### src/hw/scr_pkg.sv
// Purpose: shared constants and types for the sensor status and configuration register bank
// Assumes: 8-bit register addresses and 8-bit register data on the internal register port
// Notes: the serial bus engine decodes the two-wire protocol and hands single accesses here

package scr_pkg;

  // ************************************************************
  // register offsets
  // ************************************************************
  localparam logic [7:0] ADDR_SAMPLE_STATUS = 8'h00;
  localparam logic [7:0] ADDR_X_HIGH = 8'h01;
  localparam logic [7:0] ADDR_Y_HIGH = 8'h03;
  localparam logic [7:0] ADDR_Z_HIGH = 8'h05;
  localparam logic [7:0] ADDR_SYSTEM_MODE = 8'h0b;
  localparam logic [7:0] ADDR_INT_SOURCE = 8'h0c;
  localparam logic [7:0] ADDR_IDENTITY = 8'h0d;
  localparam logic [7:0] ADDR_RANGE_CONFIG = 8'h0e;
  localparam logic [7:0] ADDR_FILTER_CUTOFF = 8'h0f;
  localparam logic [7:0] ADDR_ORIENT_STATUS = 8'h10;
  localparam logic [7:0] ADDR_FALL_MOTION_SRC = 8'h20;
  localparam logic [7:0] ADDR_TRANSIENT_SRC = 8'h21;
  localparam logic [7:0] ADDR_TAP_SRC = 8'h22;

  // ************************************************************
  // field layout and reset values
  // ************************************************************
  localparam int SRC_SLEEP_WAKE_BIT = 7;
  localparam int SRC_TRANSIENT_BIT = 5;
  localparam int SRC_ORIENT_BIT = 4;
  localparam int SRC_TAP_BIT = 3;
  localparam int SRC_FALL_MOTION_BIT = 2;
  localparam int SRC_SAMPLE_READY_BIT = 0;
  localparam logic [7:0] SRC_USED_MASK = 8'hbd;
  localparam int TAP_HPF_BYPASS_BIT = 5;
  localparam int TAP_LPF_ENABLE_BIT = 4;
  localparam logic [7:0] FILTER_USED_MASK = 8'h33;
  localparam logic [1:0] MODE_STANDBY = 2'h0;
  localparam logic [1:0] MODE_WAKE = 2'h1;
  localparam logic [1:0] MODE_SLEEP = 2'h2;
  localparam logic [1:0] FS_2G = 2'h0;
  localparam logic [7:0] FILTER_RESET = 8'h00;
  localparam logic [5:0] ZERO_FILL = 6'h00;
  localparam logic [7:0] READ_ZERO = 8'h00;

  // ************************************************************
  // types
  // ************************************************************
  typedef enum logic [2:0] {
    ST_STANDBY = 3'b001,
    ST_WAKE = 3'b010,
    ST_SLEEP = 3'b100
  } scr_mode_t;

  typedef struct packed {
    logic rd;
    logic wr;
    logic [7:0] addr;
    logic [7:0] wdata;
  } scr_req_t;

  typedef struct packed {
    logic transient_ea;
    logic orientation_changed;
    logic tap_ea;
    logic fall_motion_ea;
    logic all_axes_ready;
    logic all_axes_overrun;
    logic wake_event;
  } scr_events_t;

  typedef struct packed {
    logic sleep_wake;
    logic transient;
    logic orientation;
    logic tap;
    logic fall_motion;
    logic sample_ready;
  } scr_int_en_t;

endpackage

### src/hw/scr_regs.sv
// Purpose: system mode, interrupt source, identity, range and filter registers
// Assumes: register port and event inputs come from logic on core_clk_i, so no synchronisers
// Notes: source flags are sticky and cleared by reads of the owning source registers, sample ready by reads of all three axis high bytes

module scr_regs #(
  parameter logic [7:0] IDENTITY_CODE = 8'h5c, // arbitrary value, stands in for the factory part code
  parameter int IDLE_TICK_CYCLES = 40000 // cycles per idle-limit step
) (
  input wire logic core_clk_i,
  input wire logic resetn_i,
  input wire scr_pkg::scr_req_t req_i,
  input wire scr_pkg::scr_events_t events_i,
  input wire scr_pkg::scr_int_en_t int_en_i,
  input wire logic active_i,
  input wire logic auto_sleep_en_i,
  input wire logic [7:0] sleep_idle_limit_i,
  output logic [7:0] rdata_o,
  output logic rvalid_o,
  output logic [1:0] mode_o,
  output logic low_rate_sel_o,
  output logic [7:0] int_source_o,
  output logic [1:0] full_scale_o,
  output logic tap_hpf_bypass_o,
  output logic tap_lpf_en_o,
  output logic [1:0] cutoff_sel_o
);

  // ************************************************************
  // state
  // ************************************************************
  typedef struct packed {
    scr_pkg::scr_mode_t mode;
    logic [1:0] mode_field;
    logic low_rate;
    logic [7:0] src;
    logic [7:0] cond_prev;
    logic wake_prev;
    logic [2:0] axes_read;
    logic [7:0] idle_cnt;
    logic [15:0] tick_cnt;
    logic [1:0] full_scale;
    logic [7:0] filter;
    logic [7:0] rdata;
    logic rvalid;
  } scr_state_t;

  localparam scr_state_t STATE_RESET = '{
    mode: scr_pkg::ST_STANDBY,
    mode_field: scr_pkg::MODE_STANDBY,
    low_rate: 1'b0,
    src: 8'h00,
    cond_prev: 8'h00,
    wake_prev: 1'b0,
    axes_read: 3'h0,
    idle_cnt: 8'h00,
    tick_cnt: 16'h0000,
    full_scale: scr_pkg::FS_2G,
    filter: scr_pkg::FILTER_RESET,
    rdata: 8'h00,
    rvalid: 1'b0
  };
  localparam logic [15:0] TICK_LAST = 16'(IDLE_TICK_CYCLES - 1);

  scr_state_t state_reg;
  scr_state_t state_next;
  logic [7:0] cond;
  logic [7:0] rise;
  logic [7:0] clr;
  logic tick;
  logic wake_rise;
  logic aslp_set;
  logic [2:0] axes_now;

  // read strobe decode, used for every read-clear
  function automatic logic rd_at(input scr_pkg::scr_req_t r, input logic [7:0] a);
    rd_at = r.rd && (r.addr == a);
  endfunction

  // mode code as seen in the mode register
  function automatic logic [1:0] mode_code(input scr_pkg::scr_mode_t m);
    case (m)
      scr_pkg::ST_WAKE: mode_code = scr_pkg::MODE_WAKE;
      scr_pkg::ST_SLEEP: mode_code = scr_pkg::MODE_SLEEP;
      default: mode_code = scr_pkg::MODE_STANDBY;
    endcase
  endfunction

  // ************************************************************
  // next-state logic
  // ************************************************************
  always_comb
  begin
    state_next = state_reg;
    aslp_set = 1'b0;
    // qualified interrupt conditions, one per source bit except sleep/wake, which is set by aslp_set
    cond = 8'h00;
    cond[scr_pkg::SRC_TRANSIENT_BIT] = events_i.transient_ea && int_en_i.transient;
    cond[scr_pkg::SRC_ORIENT_BIT] = events_i.orientation_changed && int_en_i.orientation;
    cond[scr_pkg::SRC_TAP_BIT] = events_i.tap_ea && int_en_i.tap;
    cond[scr_pkg::SRC_FALL_MOTION_BIT] = events_i.fall_motion_ea && int_en_i.fall_motion;
    cond[scr_pkg::SRC_SAMPLE_READY_BIT] = (events_i.all_axes_ready || events_i.all_axes_overrun)
      && int_en_i.sample_ready;
    rise = cond & ~state_reg.cond_prev;
    wake_rise = events_i.wake_event && !state_reg.wake_prev;
    state_next.cond_prev = cond;
    state_next.wake_prev = events_i.wake_event;

    // idle step divider, runs only while awake
    tick = (state_reg.tick_cnt == TICK_LAST);
    if (state_reg.mode != scr_pkg::ST_WAKE || tick)
    begin
      state_next.tick_cnt = 16'h0000;
    end
    else
    begin
      state_next.tick_cnt = state_reg.tick_cnt + 16'h0001;
    end

    // idle counter restarts on any interrupt; saturates so it never wraps back to idle
    if (state_reg.mode != scr_pkg::ST_WAKE || (|rise) || wake_rise)
    begin
      state_next.idle_cnt = 8'h00;
    end
    else if (tick && state_reg.idle_cnt != 8'hff)
    begin
      state_next.idle_cnt = state_reg.idle_cnt + 8'h01;
    end

    // operating mode machine
    case (state_reg.mode)
      scr_pkg::ST_STANDBY:
      begin
        if (active_i)
        begin
          state_next.mode = scr_pkg::ST_WAKE;
        end
      end
      scr_pkg::ST_WAKE:
      begin
        if (!active_i)
        begin
          state_next.mode = scr_pkg::ST_STANDBY;
        end
        else if (auto_sleep_en_i && state_reg.idle_cnt > sleep_idle_limit_i)
        begin
          state_next.mode = scr_pkg::ST_SLEEP;
          aslp_set = int_en_i.sleep_wake;
        end
      end
      scr_pkg::ST_SLEEP:
      begin
        if (!active_i)
        begin
          state_next.mode = scr_pkg::ST_STANDBY;
        end
        else if (wake_rise)
        begin
          state_next.mode = scr_pkg::ST_WAKE;
          aslp_set = int_en_i.sleep_wake;
        end
      end
      default:
      begin
        state_next.mode = scr_pkg::ST_STANDBY;
      end
    endcase
    state_next.mode_field = mode_code(state_next.mode);
    state_next.low_rate = (state_next.mode == scr_pkg::ST_SLEEP);

    // high-byte reads of each axis; a lone status read does not count
    axes_now = state_reg.axes_read | {rd_at(req_i, scr_pkg::ADDR_Z_HIGH), rd_at(req_i, scr_pkg::ADDR_Y_HIGH),
      rd_at(req_i, scr_pkg::ADDR_X_HIGH)};
    clr = 8'h00;
    clr[scr_pkg::SRC_SLEEP_WAKE_BIT] = rd_at(req_i, scr_pkg::ADDR_SYSTEM_MODE);
    clr[scr_pkg::SRC_TRANSIENT_BIT] = rd_at(req_i, scr_pkg::ADDR_TRANSIENT_SRC);
    clr[scr_pkg::SRC_ORIENT_BIT] = rd_at(req_i, scr_pkg::ADDR_ORIENT_STATUS);
    clr[scr_pkg::SRC_TAP_BIT] = rd_at(req_i, scr_pkg::ADDR_TAP_SRC);
    clr[scr_pkg::SRC_FALL_MOTION_BIT] = rd_at(req_i, scr_pkg::ADDR_FALL_MOTION_SRC);
    clr[scr_pkg::SRC_SAMPLE_READY_BIT] = &axes_now;
    state_next.axes_read = (&axes_now) ? 3'h0 : axes_now;

    // set wins over a read-clear in the same cycle
    state_next.src = ((state_reg.src & ~clr) | rise) & scr_pkg::SRC_USED_MASK;
    if (aslp_set)
    begin
      state_next.src[scr_pkg::SRC_SLEEP_WAKE_BIT] = 1'b1;
    end

    // writes: only the two configuration registers take them
    if (req_i.wr && req_i.addr == scr_pkg::ADDR_RANGE_CONFIG)
    begin
      state_next.full_scale = req_i.wdata[1:0];
    end
    if (req_i.wr && req_i.addr == scr_pkg::ADDR_FILTER_CUTOFF)
    begin
      state_next.filter = req_i.wdata & scr_pkg::FILTER_USED_MASK;
    end

    // read answer, one cycle after the strobe; other addresses belong to other blocks
    state_next.rvalid = req_i.rd;
    if (req_i.rd)
    begin
      case (req_i.addr)
        scr_pkg::ADDR_SYSTEM_MODE: state_next.rdata = {scr_pkg::ZERO_FILL, state_reg.mode_field};
        scr_pkg::ADDR_INT_SOURCE: state_next.rdata = state_reg.src;
        scr_pkg::ADDR_IDENTITY: state_next.rdata = IDENTITY_CODE;
        scr_pkg::ADDR_RANGE_CONFIG: state_next.rdata = {scr_pkg::ZERO_FILL, state_reg.full_scale};
        scr_pkg::ADDR_FILTER_CUTOFF: state_next.rdata = state_reg.filter;
        default: state_next.rdata = scr_pkg::READ_ZERO;
      endcase
    end
  end

  // ************************************************************
  // state register
  // ************************************************************
  // synchronous reset gives 2g range and cleared filter bits
  always_ff @(posedge core_clk_i)
  begin
    if (!resetn_i)
    begin
      state_reg <= STATE_RESET;
    end
    else
    begin
      state_reg <= state_next;
    end
  end

  // outputs straight from the state register
  assign rdata_o = state_reg.rdata;
  assign rvalid_o = state_reg.rvalid;
  assign mode_o = state_reg.mode_field;
  assign low_rate_sel_o = state_reg.low_rate;
  assign int_source_o = state_reg.src;
  assign full_scale_o = state_reg.full_scale;
  assign tap_hpf_bypass_o = state_reg.filter[scr_pkg::TAP_HPF_BYPASS_BIT];
  assign tap_lpf_en_o = state_reg.filter[scr_pkg::TAP_LPF_ENABLE_BIT];
  assign cutoff_sel_o = state_reg.filter[1:0];
endmodule

### config.mk
export PLATFORM = sky130hd
export DESIGN_NAME = scr_regs
export DESIGN_NICKNAME = d
export VERILOG_FILES = /design/src/hw/scr_pkg.sv /design/src/hw/scr_regs.sv
export SDC_FILE = /design/constraint.sdc
export NUM_CORES = 1
export LEC_CHECK = 0
export ABC_AREA = 1
export BUFFER_PORTS_ARGS = -buffer_cell sky130_fd_sc_hd__buf_4
export CORE_MARGIN = 4
export CORE_UTILIZATION = 40
export CTS_CLUSTER_DIAMETER = 30
export DETAILED_ROUTE_END_ITERATION = 16
export PLACE_DENSITY = 0.62
export SETUP_SLACK_MARGIN = 0.2
export SLEW_MARGIN = 40
export SYNTH_ARGS = -nofsm -noshare
export SYNTH_HDL_FRONTEND = slang
export SYNTH_SLANG_ARGS = --single-unit
### constraint.sdc
create_clock -name core_clk_i -period 1.96 [get_ports core_clk_i]
set_input_delay 0.392 -clock core_clk_i [delete_from_list [all_inputs] [get_ports core_clk_i]]
set_output_delay 0.392 -clock core_clk_i [all_outputs]
set_load 0.1 [all_outputs]
==> reports/results.txt <==
CTS sink cnt -> 59
crit path kind -> reg -> reg
Die W -> 97.7 um
endpoints failing hold -> 0
via/cell ratio -> 4.72
synth warn -> 0
Root Buffer -> clkbuf_8
Detail Placement HPWL -> 5480 um
Inst Count DP -> 578
commonest register cell after synthesis -> dfxtp_1
Min-Delay Startpoint -> events_i[0]
RSZ-0062 raised after global routing -> no
Syn Std Cell Area -> 3220 sq um
Req. time, crit path -> 2180 ps
post-cts sizing count -> 0
post-synth cell types -> 41
top post-synthesis cells by area -> dfxtp_1 (37%), nand2_1 (10%), inv_1 (6.4%), a21oi_1 (5.4%), nor2_1 (5.2%)
Core ar. -> 7770 sq um
Yosys top cell by area -> dfxtp_1
Final min period -> 1530 ps
H-Tree Depth -> 3
Clock Latency Late Sink -> 330 ps
initial drt markers -> 108
f_max -> 653 MHz
Synth Register Bits -> 59
Post CTS Setup Buffer Count -> 0
Die H -> 97.7 um
Clk pin slew, worst setup/hold paths -> 70 ps
Crit. End Element -> flip-flop
CP max FO -> 5
Ports -> 69
number of synthesized flops with an enable pin -> 0
Routed Wire Length -> 7050 um
total CTS buffers -> 9
CTS tree -> done
Largest register FFs -> 36
WP data arrival -> 1760 ps
vias in the first global route -> 2700
status -> finished, final reports clean
Synth Instances -> 440
GR Util met2 -> 0.236
Max VDD drop -> 354 uV
WL/cell -> 11.9 um
share of layout cells above drive strength 1 -> 0.226
Clock Skew -> 7.96 ps
Slew Limit Fails -> 0
pin count of the biggest net entering global routing -> 19
Layout area overhead -> 19.1%
crit share post-route -> 0.782
GRT busiest layer -> met2
Placer Congestion -> 0.844
proportion of synthesized chip area in sequential cells -> 0.367
GRT Residual Overflow -> 0
Reg-to-Reg Start -> state_reg[35]
leakage power -> 1.72 nW
routed via count -> 2799
GR Util met1 -> 0.203
Post-CTS Hold Fix Bufs -> 0
most common cell after layout, fill and taps aside -> nand2_1
gr usage total -> 0.153
hold crit path type -> in -> reg
max cap viols -> 0
# rows -> 32
Critical path origin -> state_reg[35]
number of buffers added on ports -> 62
crit path launch type -> flip-flop
ant diodes -> 0
TNS Setup -> 0 ps
remaining antenna violation count -> 0
GR Util met3 -> 0.0379
First-pass DRT Iterations -> 4
Final setup viols -> 0
leading cell types in the layout, fill and taps excluded -> nand2_1 (87), buf_4 (63), dfxtp_1 (58)
first-pass GRT wire length -> 12100 um
Post-synth ARST share -> 0
Clock Path Buffers -> 2
Pwr Density -> 714 nW/um^2
Finished Layout Cells -> 593
Residual DRC -> 0
Avg Inst Size Synth -> 7.32 sq um
starting density of the core -> 0.415
nets -> 540
initial antenna violation count -> 0
Die ar. -> 9550 sq um
top-area cell type share of the netlist area -> 0.367
-- metrics by stage --
stage	power (mW)	instance area (sq um)	utilization	hold WS, ps	setup WS (ps)
2_1_floorplan	1.46	3230	-	418	533
3_3_place_gp	1.55	3620	0.466	432	324
3_5_place_dp	1.56	3620	0.466	438	311
4_1_cts	2.76	3840	0.494	233	410
5_1_grt	2.85	3840	0.494	261	232
6_report	2.74	3840	0.494	246	428
-- cell usage after synthesis, types with 2 or more instances --
| master | number |
|---|---|
| nand2_1 | 87 |
| dfxtp_1 | 59 |
| inv_1 | 55 |
| nor2_1 | 45 |
| a21oi_1 | 35 |
| nand3_1 | 33 |
| buf_4 | 22 |
| nand4_1 | 11 |
| ha_1 | 10 |
| o21ai_0 | 9 |
| nor3_1 | 7 |
| xor2_1 | 7 |
| nand2_2 | 5 |
| nand3b_1 | 5 |
| nand3_2 | 4 |
| o31ai_1 | 4 |
| inv_2 | 3 |
| nor2_2 | 3 |
| nor3b_1 | 3 |
| o21bai_2 | 3 |
| and3_1 | 2 |
| buf_2 | 2 |
| buf_6 | 2 |
| clkbuf_1 | 2 |
| nor2_4 | 2 |
| nor3_2 | 2 |
| nor3_4 | 2 |
| or2_2 | 2 |
| xnor2_1 | 2 |
-- cell type report --
type	instances	area (sq um)
Clock buffer	10	138
Multi-Input combinational cell	293	1610
Timing Repair Buffer	63	473
Fill cell	792	3930
Inverter	61	233
Tap cell	102	128
Clock inverter	5	77.6
Sequential cell	59	1180
-- path summary, 6_finish.rpt --
kind,end,slack [ps],depth (start not counted)
worst min register to register,state_reg[19],450,1
worst min-delay path,state_reg[46],250,3
worst max register to register,mode_o[0],430,8
worst max-delay path,mode_o[0],430,8
-- power by group --
part	leakage (nW)	total [mW]	internal, mW	switching, mW
sequential	0.479	1.23	1.22	0.0131
clock	0.108	1.21	0.739	0.472
combinational	1.14	0.297	0.0960	0.201
total	1.72	2.74	2.05	0.686
-- cell families after synthesis --
kind of cell               after synthesis  synth area share
AOI/OAI and AO/OA                       54            0.0944
xor gates and xnor gates                 9            0.0245
adders and majority gates               10            0.0388
buffers and inverters                   89             0.136
DFF                                     59             0.367
other                                    1           0.00116
and+or+nand+nor                        218             0.339
-- critical path: stages, from the launching register on --
cell	delay [ps]
dfxtp_1	400
inv_1	90
ha_1	270
nand2_1	60
nor2_1	30
a21boi_0	220
nand3_1	170
nand4_1	130
nor2_1	50
-- layer usage --
| layer | vias up | part of all wire | wire, um |
|---|---|---|---|
| met1 | 1232 | 0.47 | 3340 |
| met4 | 0 | 0.021 | 151 |
| li1 | 1495 | - | - |
| met3 | 11 | 0.053 | 375 |
| met5 | - | 0 | 0 |
| met2 | 61 | 0.45 | 3180 |
(Power assumes the default switching activity.)
